<file path="src/clg_defines.vh">
// Register map, field positions and timing constants of the logic gate block
`ifndef CLG_DEFINES_VH
`define CLG_DEFINES_VH
// Register word addresses (byte offsets)
`define CLG_ADDR_CTRL 8'h00
`define CLG_ADDR_STAT 8'h04
`define CLG_GRP_CFG 4'h1
`define CLG_GRP_SRC 4'h2
`define CLG_GRP_VAL 4'h3
`define CLG_GRP_TIM 4'h4
// Gate configuration word fields
`define CLG_CFG_FUNC 1:0
`define CLG_CFG_NIN 3:2
`define CLG_CFG_INV 7:4
`define CLG_CFG_INT 11:8
`define CLG_CFG_INT_LSB 8
`define CLG_CFG_BYTE 12
`define CLG_CFG_OINV 13
`define CLG_CFG_ONCHG 14
// Value word fields
`define CLG_VAL_LO 7:0
`define CLG_VAL_HI 15:8
// Delay word fields, in timebase ticks
`define CLG_TIM_ON 7:0
`define CLG_TIM_OFF 15:8
`define CLG_TIM_CYC 23:16
// Combining functions
`define CLG_F_AND 2'h0
`define CLG_F_OR 2'h1
`define CLG_F_XOR 2'h2
`define CLG_F_ANDFB 2'h3
// Reset values
`define CLG_RST_CTRL 32'h0000_0000
`define CLG_RST_CFG 32'h0000_0000
`define CLG_RST_SRC 32'h0000_0000
`define CLG_RST_VAL 32'h0000_FF00
`define CLG_RST_TIM 32'h0000_0000
// Number of internal one-bit sources besides the gate outputs
`define CLG_NINT 8
// Timebase
`define CLG_CLK_KHZ 125000
`define CLG_TICK_MS 100
`define CLG_TICK_CYC (`CLG_TICK_MS * `CLG_CLK_KHZ)
`endif

</file>
<file path="src/clg_timer.v">
// Retriggerable down counter on the delay timebase
`default_nettype none
module clg_timer (
	input wire clk_sys,
	input wire rst_n,
	input wire tick,
	input wire load,
	input wire [7:0] len,
	output wire busy,
	output reg done_r
);
	reg [7:0] cnt_r;

	assign busy = (cnt_r != 8'h00);

	// Load always wins so that a retrigger restarts from the full length
	always @(posedge clk_sys or negedge rst_n) begin
		if (!rst_n) begin
			cnt_r <= 8'h00;
			done_r <= 1'b0;
		end else begin
			done_r <= 1'b0;
			if (load) begin
				cnt_r <= len;
			end else if (tick && busy) begin
				cnt_r <= cnt_r - 8'h01;
				done_r <= (cnt_r == 8'h01);
			end
		end
	end
endmodule // clg_timer
`default_nettype wire

</file>
<file path="src/clg_gates.v">
// Four configurable logic gates with delays, send criteria and APB registers
//
// Notes on behaviour
// - Up to four gates, count set by software
// - Each gate uses one to four inputs
// - Function AND, OR, XOR or AND with feedback
// - Every input may be inverted before combining
// - Output is bit or byte; bit may invert
// - Input from telegram or selected internal bit
// - Evaluate only when a new input arrives
// - Feedback mode: output fed back into input 1
// - Other input at 0 clears output and input 1
// - Send on every input event or on change
// - Each received 1 restarts the switch-on delay
// - Each 0 result restarts the switch-off delay
// - Evaluate and send only after delay expires
// - Optional cyclic resend of each gate output
// - Logic 0 and 1 mapped to configured values
// - Gate output may feed its own inputs safely
//
// Added by the designer: the register offsets and the APB slave port.
`include "clg_defines.vh"
`default_nettype none
module clg_gates #(
	parameter [23:0] TICK_CYC = `CLG_TICK_CYC
) (
	input wire clk_sys,
	input wire rst_n,
	input wire psel,
	input wire penable,
	input wire pwrite,
	input wire [7:0] paddr,
	input wire [31:0] pwdata,
	output reg [31:0] prdata_r,
	output reg pready_r,
	output reg pslverr_r,
	input wire tel_in_valid,
	input wire [1:0] tel_in_gate,
	input wire [1:0] tel_in_idx,
	input wire tel_in_val,
	input wire [7:0] int_bits,
	output reg tx_valid_r,
	output reg [1:0] tx_gate_r,
	output reg tx_byte_r,
	output reg [7:0] tx_data_r
);
	reg [2:0] gate_count_setting;
	reg [31:0] cfg_r [0:3];
	reg [31:0] src_r [0:3];
	reg [31:0] val_r [0:3];
	reg [31:0] tim_r [0:3];
	reg [23:0] tick_cnt_r;
	reg tick_r;
	reg [11:0] src_q_r;
	reg [3:0] pend_r;
	wire [3:0] out_all;
	wire [3:0] obit;
	wire [15:0] in_all;
	wire [3:0] sreq;
	wire [11:0] src_now;
	reg [3:0] grant;
	reg [31:0] rd_val;
	reg hit;
	integer k;
	integer m;

	// Pick one bit of the internal source vector; unused codes read as 0
	function clg_pick;
		input [11:0] v;
		input [3:0] sel;
		begin
			clg_pick = (sel < 4'hc) ? v[sel] : 1'b0;
		end
	endfunction

	// Combine the effective inputs; unused inputs are neutral
	function clg_eval;
		input [1:0] func;
		input [3:0] eff;
		input [3:0] used;
		begin
			case (func)
				`CLG_F_OR: clg_eval = |(eff & used);
				`CLG_F_XOR: clg_eval = ^(eff & used);
				default: clg_eval = &(eff | ~used);
			endcase
		end
	endfunction

	// Map a logic level to the configured bit or byte value
	function [7:0] clg_map;
		input lvl;
		input [31:0] val;
		input [31:0] cfg;
		reg [7:0] v;
		begin
			v = lvl ? val[`CLG_VAL_HI] : val[`CLG_VAL_LO];
			if (cfg[`CLG_CFG_BYTE]) begin
				clg_map = v;
			end else begin
				clg_map = {7'h00, v[0] ^ cfg[`CLG_CFG_OINV]};
			end
		end
	endfunction

	// Gate outputs join the internal bits, so feedback loops pass a register stage
	assign src_now = {obit, int_bits};

	// Delay timebase; long, so a parameter lets simulation shorten it
	always @(posedge clk_sys or negedge rst_n) begin
		if (!rst_n) begin
			tick_cnt_r <= 24'h00_0000;
			tick_r <= 1'b0;
			src_q_r <= 12'h000;
		end else begin
			tick_r <= (tick_cnt_r == TICK_CYC - 24'h00_0001);
			if (tick_cnt_r == TICK_CYC - 24'h00_0001) begin
				tick_cnt_r <= 24'h00_0000;
			end else begin
				tick_cnt_r <= tick_cnt_r + 24'h00_0001;
			end
			src_q_r <= src_now;
		end
	end

	genvar g;
	genvar j;
	generate
		for (g = 0; g < 4; g = g + 1) begin : gate
			localparam [2:0] GI = g;
			wire [31:0] cf = cfg_r[g];
			wire [31:0] tm = tim_r[g];
			wire act = (GI < gate_count_setting);
			wire [3:0] used;
			wire [3:0] ev;
			wire [3:0] nv;
			wire [3:0] in_nxt;
			reg [3:0] in_r;
			reg out_r;
			wire on_busy;
			wire on_done;
			wire off_busy;
			wire off_done;
			wire cyc_busy;
			wire cyc_done;
			wire any_ev = |ev;
			wire on_trig = |(ev & nv) && (tm[`CLG_TIM_ON] != 8'h00);
			wire eval_now = any_ev && !on_trig && !on_busy;
			wire do_eval = eval_now | on_done | off_done;
			wire from_off = off_done & !eval_now & !on_done;
			wire res = clg_eval(cf[`CLG_CFG_FUNC], in_nxt ^ cf[`CLG_CFG_INV], used);
			wire hold0 = !res && (tm[`CLG_TIM_OFF] != 8'h00) && !from_off;
			wire commit = do_eval && !hold0;

			// Inputs beyond the configured count are ignored
			assign used = (cf[`CLG_CFG_NIN] == 2'h0) ? 4'h1 :
				(cf[`CLG_CFG_NIN] == 2'h1) ? 4'h3 :
				(cf[`CLG_CFG_NIN] == 2'h2) ? 4'h7 : 4'hf;

			for (j = 0; j < 4; j = j + 1) begin : inp
				wire isint = cf[`CLG_CFG_INT_LSB + j];
				wire [3:0] sel = src_r[g][j * 4 +: 4];
				wire ichg = clg_pick(src_now, sel) != clg_pick(src_q_r, sel);
				wire xhit = tel_in_valid && (tel_in_gate == GI[1:0]) &&
					(tel_in_idx == j);
				// A changed internal bit counts as a new value
				assign ev[j] = act && used[j] && (isint ? ichg : xhit);
				assign nv[j] = isint ? clg_pick(src_now, sel) : tel_in_val;
				assign in_nxt[j] = ev[j] ? nv[j] : in_r[j];
			end

			// Every received 1 restarts the switch-on delay
			clg_timer u_on (
				.clk_sys(clk_sys),
				.rst_n(rst_n),
				.tick(tick_r),
				.load(on_trig),
				.len(tm[`CLG_TIM_ON]),
				.busy(on_busy),
				.done_r(on_done)
			);

			// A 0 result restarts the off delay; a 1 cancels it
			clg_timer u_off (
				.clk_sys(clk_sys),
				.rst_n(rst_n),
				.tick(tick_r),
				.load((do_eval && hold0) || (commit && off_busy)),
				.len(hold0 ? tm[`CLG_TIM_OFF] : 8'h00),
				.busy(off_busy),
				.done_r(off_done)
			);

			// Cyclic resend, free running while a period is set
			clg_timer u_cyc (
				.clk_sys(clk_sys),
				.rst_n(rst_n),
				.tick(tick_r),
				.load(cyc_done || (!cyc_busy && act && tm[`CLG_TIM_CYC] != 8'h00)),
				.len(act ? tm[`CLG_TIM_CYC] : 8'h00),
				.busy(cyc_busy),
				.done_r(cyc_done)
			);

			// Input store and output commit
			always @(posedge clk_sys or negedge rst_n) begin
				if (!rst_n) begin
					in_r <= 4'h0;
					out_r <= 1'b0;
				end else begin
					in_r <= in_nxt;
					if (commit) begin
						out_r <= res;
						if (cf[`CLG_CFG_FUNC] == `CLG_F_ANDFB && !res) begin
							in_r[0] <= 1'b0;
						end
					end
				end
			end

			// Send on every committed result, or only when the value moves
			assign sreq[g] = act && ((commit && (!cf[`CLG_CFG_ONCHG] ||
				res != out_r)) || cyc_done);
			assign out_all[g] = out_r;
			assign obit[g] = (out_r ? val_r[g][8] : val_r[g][0]) ^ cf[`CLG_CFG_OINV];
			assign in_all[g * 4 +: 4] = in_r;
		end
	endgenerate

	// Lowest pending gate is sent first; the others follow, one per cycle
	always @* begin
		grant = 4'h0;
		if (pend_r[0]) begin
			grant = 4'h1;
		end else if (pend_r[1]) begin
			grant = 4'h2;
		end else if (pend_r[2]) begin
			grant = 4'h4;
		end else if (pend_r[3]) begin
			grant = 4'h8;
		end
	end

	// Telegram output; a new request in the grant cycle stays pending
	always @(posedge clk_sys or negedge rst_n) begin
		if (!rst_n) begin
			pend_r <= 4'h0;
			tx_valid_r <= 1'b0;
			tx_gate_r <= 2'h0;
			tx_byte_r <= 1'b0;
			tx_data_r <= 8'h00;
		end else begin
			pend_r <= (pend_r & ~grant) | sreq;
			tx_valid_r <= |grant;
			for (k = 0; k < 4; k = k + 1) begin
				if (grant[k]) begin
					tx_gate_r <= k[1:0];
					tx_byte_r <= cfg_r[k][`CLG_CFG_BYTE];
					tx_data_r <= clg_map(out_all[k], val_r[k], cfg_r[k]);
				end
			end
		end
	end

	// Read decode; word address by group and gate index
	always @* begin
		hit = 1'b1;
		rd_val = 32'h0000_0000;
		if (paddr == `CLG_ADDR_CTRL) begin
			rd_val = {29'h0000_0000, gate_count_setting};
		end else if (paddr == `CLG_ADDR_STAT) begin
			rd_val = {12'h000, in_all, out_all};
		end else if (paddr[1:0] != 2'h0) begin
			hit = 1'b0;
		end else begin
			case (paddr[7:4])
				`CLG_GRP_CFG: rd_val = cfg_r[paddr[3:2]];
				`CLG_GRP_SRC: rd_val = src_r[paddr[3:2]];
				`CLG_GRP_VAL: rd_val = val_r[paddr[3:2]];
				`CLG_GRP_TIM: rd_val = tim_r[paddr[3:2]];
				default: hit = 1'b0;
			endcase
		end
	end

	// APB slave: answer in the first access cycle; writes land there too
	always @(posedge clk_sys or negedge rst_n) begin
		if (!rst_n) begin
			pready_r <= 1'b0;
			pslverr_r <= 1'b0;
			prdata_r <= 32'h0000_0000;
			gate_count_setting <= 3'h0;
			for (m = 0; m < 4; m = m + 1) begin
				cfg_r[m] <= `CLG_RST_CFG;
				src_r[m] <= `CLG_RST_SRC;
				val_r[m] <= `CLG_RST_VAL;
				tim_r[m] <= `CLG_RST_TIM;
			end
		end else begin
			pready_r <= psel && !penable;
			pslverr_r <= psel && !penable && !hit;
			if (psel && !penable) begin
				prdata_r <= pwrite ? 32'h0000_0000 : rd_val;
			end
			if (psel && penable && pready_r && pwrite && hit) begin
				if (paddr == `CLG_ADDR_CTRL) begin
					// Values 5 to 7 in bits 2:0 are clipped to four gates
					gate_count_setting <= (pwdata[2:0] > 3'h4) ? 3'h4 : pwdata[2:0];
				end
				case (paddr[7:4])
					`CLG_GRP_CFG: cfg_r[paddr[3:2]] <= {17'h0_0000, pwdata[14:0]};
					`CLG_GRP_SRC: src_r[paddr[3:2]] <= {16'h0000, pwdata[15:0]};
					`CLG_GRP_VAL: val_r[paddr[3:2]] <= {16'h0000, pwdata[15:0]};
					`CLG_GRP_TIM: tim_r[paddr[3:2]] <= {8'h00, pwdata[23:0]};
					default: ;
				endcase
			end
		end
	end
endmodule // clg_gates
`default_nettype wire

</file>
<file path="config.mk">
export PLATFORM = sky130hd
export DESIGN_NAME = clg_gates
export DESIGN_NICKNAME = d
export VERILOG_FILES = /design/src/clg_timer.v /design/src/clg_gates.v
export VERILOG_INCLUDE_DIRS = /design/src
export SDC_FILE = /design/constraint.sdc
export NUM_CORES = 1
export LEC_CHECK = 0
export BUFFER_PORTS_ARGS = -buffer_cell sky130_fd_sc_hd__buf_4
export CAP_MARGIN = 20
export CORE_MARGIN = 4
export CORE_UTILIZATION = 45
export DETAILED_ROUTE_END_ITERATION = 10
export GPL_TIMING_DRIVEN = 0
export PLACE_DENSITY = 0.64
export SETUP_SLACK_MARGIN = 0.1
export SYNTH_ARGS = -nofsm -noshare
export SYNTH_HDL_FRONTEND = slang
export SYNTH_HIERARCHICAL = 1
export SYNTH_SLANG_ARGS = --single-unit
</file>
<file path="constraint.sdc">
create_clock -name clk_sys -period 13.8 [get_ports clk_sys]
set_input_delay 1.38 -clock clk_sys [delete_from_list [all_inputs] [get_ports clk_sys]]
set_output_delay 1.38 -clock clk_sys [all_outputs]
set_load 0.1 [all_outputs]
</file>
==> summary.md <==
| Metric | Value |
|---|---|
| Worst skew pair latency | `0.64 ns` |
| Number of synthesized flops with an enable pin | `0` |
| Net Switching | `0.867 mW` |
| Clk buf depth | `3` |
| Post_cts resized | `0` |
| Switch share | `0.257` |
| Die area | `75000 um^2` |
| Number of global-route vias before repair | `26900` |
| Detail Route Antenna Nets | `0` |
| PnR worst setup slack | `7.50 ns` |
| Hold_buf cts | `0` |
| Reg-to-reg startpoint | `gate[1].inp[1].sel[0]$_DFFE_PN0P_` |
| Final hold violations | `0` |
| Vias per cell | `6.57` |
| Comb pwr share | `0.069` |
| Clock share of power | `0.497` |
| Top post-synthesis cells by count | `462 x dfrtp_1, 281 x mux2_2, 276 x nand2_1, 207 x nor2_1, 161 x clkbuf_1` |
| Leak | `14.8 nW` |
| Mapped Cells | `2983` |
| Total Wirelength | `122000 um` |
| Synthesized area per cell | `10.7 um^2` |
| Final Setup Violations | `0` |
| Via count | `27200` |
| Core Footprint | `70000 um^2` |
| Power Dens Cells | `93.8 nW/um^2` |
| Layout Skew | `0.0401 ns` |
| Hold path depth | `1` |
| Worst-Margin Slew | `1.23 ns` |
| Post-Place Cell Area | `33900 um^2` |
| First-pass GRT wire length | `179000 um` |
| Core Util, Final | `0.514` |
| Synth area leader | `dfrtp_1` |
| Tightest Hold Check Type | `flip-flop to flip-flop` |
| Drt pass-1 iters | `6` |
| Largest family of logic cells by synthesized area | `multiplexers` |
| P&R area growth vs syn | `13.3%` |
| Final Instance Area | `36000 um^2` |
| Int Power | `2.51 mW` |
| Asr flop ratio synth | `1.00` |
| Overall power | `3.38 mW` |
| Worst R2R Setup Slack | `7.59 ns` |
| GP Congestion | `1.04` |
| Post-synthesis compound-gate area fraction | `0.137` |
| Die Ht | `274 um` |
| Tcrit/Tclk final | `0.456` |
| CTS H-tree depth | `2` |
| Startpoint types | `primary input` |
| Min cycle time layout | `6.30 ns` |
| Register bit total from synthesis | `494` |
| RSZ-0062 raised after global routing | `no` |
| Top_reg_cell synth | `dfrtp_1` |
| WP data required | `14.30 ns` |
| Xor and xnor fraction of the mapped netlist area | `0.0185` |
| Largest net degree at the start of global routing | `124` |
| Slew Limit Headroom | `0.178` |
| Fin Setup TNS | `0 ns` |
| Die width | `274 um` |
| Post-Place Worst Slack | `7.04 ns` |
| R2R depth | `23` |
| Critical Path Fanout Max | `10` |
| CTS tree | `yes` |
| Starting DRT DRC Count | `3244` |
| Fmax | `0.159 GHz` |
| Arrival time at the worst endpoint | `6.80 ns` |
| WL per Instance | `29.3 um` |
| Hold EP | `tick_cnt_r[4]$_DFF_PN0_` |
| Status | `finished, final reports clean` |
| Synth Area in Simple Gates | `0.169` |
| CTS Buf Count | `59` |
| I/O pin cnt | `105` |
| Share of cells above drive strength 1 | `0.256` |
| Sequential share of the synthesized area | `0.390` |
| Worst vdd rail ir drop | `0.000108 V` |
| Initial antenna violation count | `10` |
| Initial Util | `0.454` |
| GRT Overall Usage | `0.321` |
| Row count | `97` |
| Clock sink count | `494` |
| Pins Over Slew Limit | `0` |
| Mux contribution to synthesized area | `0.227` |
| Leading cell type by number of instances after synthesis | `dfrtp_1` |
| Sequential cell fraction of total power | `0.434` |
| Port bufs | `82` |
| Total of max-cap violations | `0` |
| Post-Synthesis Cell Area | `31800 um^2` |
| Worst R2R End | `gate[1].u_off/cnt_r[1]$_DFFE_PN0P_` |
| Post-CTS Setup Bufs | `0` |
| Hpwl dp | `90600 um` |
| Critical path class | `primary input to flip-flop` |
| Residual DRC | `0` |
| Area share of the largest cell type after synthesis | `0.364` |
| Filler cells | `6305` |
| Crit. End Element | `flip-flop` |
| Total global routing overflow | `0` |
| Yosys cell types | `93` |
| CTS clk-pin slew, worst paths | `0.06 ns` |
| Most area-consuming cells after synthesis | `dfrtp_1 36%, mux4_2 11%, mux2_2 10%, nand2_1 3.3%, dfstp_2 2.6%` |
| Worst Hold Launch | `tick_cnt_r[4]$_DFF_PN0_` |
| Root Driver | `clkbuf_16` |
| Nets | `3266` |
| Yosys warns | `6` |
| Post-Synth Adder-Cell Area | `0.0224` |
-- how the worst max path moves through the flow --
stage                                 startpoint  cells after the start                            endpoint  slack (ns)
2_1_floorplan                        int_bits[6]                     20  gate[0].u_off/cnt_r[1]$_DFFE_PN0P_        8.67
3_3_place_gp                               rst_n                      1  gate[2].u_off/cnt_r[5]$_DFFE_PN0P_        5.99
3_5_place_dp                         int_bits[6]                     23  gate[1].u_off/cnt_r[1]$_DFFE_PN0P_        7.04
4_1_cts        gate[1].inp[1].sel[0]$_DFFE_PN0P_                     23  gate[1].u_off/cnt_r[4]$_DFFE_PN0P_        7.70
5_1_grt        gate[1].inp[1].sel[0]$_DFFE_PN0P_                     23  gate[1].u_off/cnt_r[1]$_DFFE_PN0P_        7.12
6_report                             int_bits[0]                     23  gate[1].u_off/cnt_r[1]$_DFFE_PN0P_        7.50
-- flip-flops by register name (all words and copies together) (netlist names), 4 cells and up --
| signal | flops |
|---|---|
| src_q_r | 12 |
| val_r | 64 |
| gate.out_r | 4 |
| gate.u_off/done_r | 4 |
| pend_r | 4 |
| tx_data_r | 8 |
| gate.in_r | 16 |
| gate.tm | 96 |
| gate.u_cyc/done_r | 4 |
| tick_cnt_r | 24 |
| gate.u_cyc/cnt_r | 32 |
| gate.u_on/done_r | 4 |
| prdata_r | 24 |
| gate.u_off/cnt_r | 32 |
| gate.cf | 60 |
| gate.u_on/cnt_r | 32 |
| gate.inp.sel | 64 |
-- worst max-delay path: stages --
cell and delay [ns]:
buf_4 0.17, clkbuf_1 0.52, mux4_2 0.36, a22oi_1 0.11
a31oi_1 0.45, o22ai_1 0.15, a21oi_1 0.53, xor2_1 0.32
o21ai_0 0.16, ha_1 0.31, xor2_1 0.16, a22oi_1 0.20
nor2_1 0.11, a21oi_1 0.14, o31a_1 0.21, o31a_1 0.20
clkbuf_1 0.36, nor2_1 0.08, nor2_1 0.18, clkbuf_1 0.37
nor2_1 0.08, o211ai_1 0.10, o311ai_0 0.14
-- power by group through the flow --
stage | logic (mW) | clock network [mW] | registers [mW]
after floorplan | 0.0925 | 0 | 1.50
after global placement | 0.218 | 0 | 1.49
after detailed placement | 0.227 | 0 | 1.49
after CTS | 0.228 | 1.71 | 1.46
after global routing | 0.243 | 1.76 | 1.47
final | 0.233 | 1.68 | 1.47
-- placed cells by master (no fill, tap or decap), drive strengths merged, types with 54 or more instances in the layout --
cell type,n
nor2,207
and2,71
a31oi,61
a21oi,101
ha,57
o211ai,76
mux2i,54
o21ai,96
clkbuf,236
nor3,57
nand2,276
dfrtp,462
mux4,154
mux2,281
buf,132
inv,95
-- cell families (layout without fill, tap and decap cells) --
logic type,Yosys count,in the layout
AND/OR/NAND/NOR,984,984
multiplexers,489,489
buffers and inverters,286,497
other,1,13
AO/OA/AOI/OAI,609,609
XOR/XNOR,63,63
flip-flops,494,494
adder cells (fa/ha/maj),57,57
-- per-stage QoR --
stage / instances / hold slack (ns)
2_1_floorplan: 2990 / 0.446
3_3_place_gp: 4012 / 0.467
3_5_place_dp: 4025 / 0.467
4_1_cts: 4137 / 0.474
5_1_grt: 4145 / 0.491
6_report: 4146 / 0.470
-- routing by layer --
metal	vias to the layer above	global-route usage	part of all wire
met4	10	0.115	0.040
met1	13900	0.442	0.41
met3	267	0.0946	0.11
met5	-	0	0.00058
met2	1497	0.482	0.44
li1	11600	-	-
-- cell type report --
class / count / area, um^2 / area share
sequential: 494 / 12400 / 0.344
multi-input combinational: 2210 / 18300 / 0.508
timing repair buffer: 99 / 902 / 0.0250
inverter: 92 / 345 / 0.00958
antenna: 5 / 12.5 / 0.000347
tap: 940 / 1180 / 0.0326
buffer: 194 / 801 / 0.0222
clock buffer: 75 / 1670 / 0.0463
clock inverter: 37 / 430 / 0.0119
(Power assumes the default switching activity.)
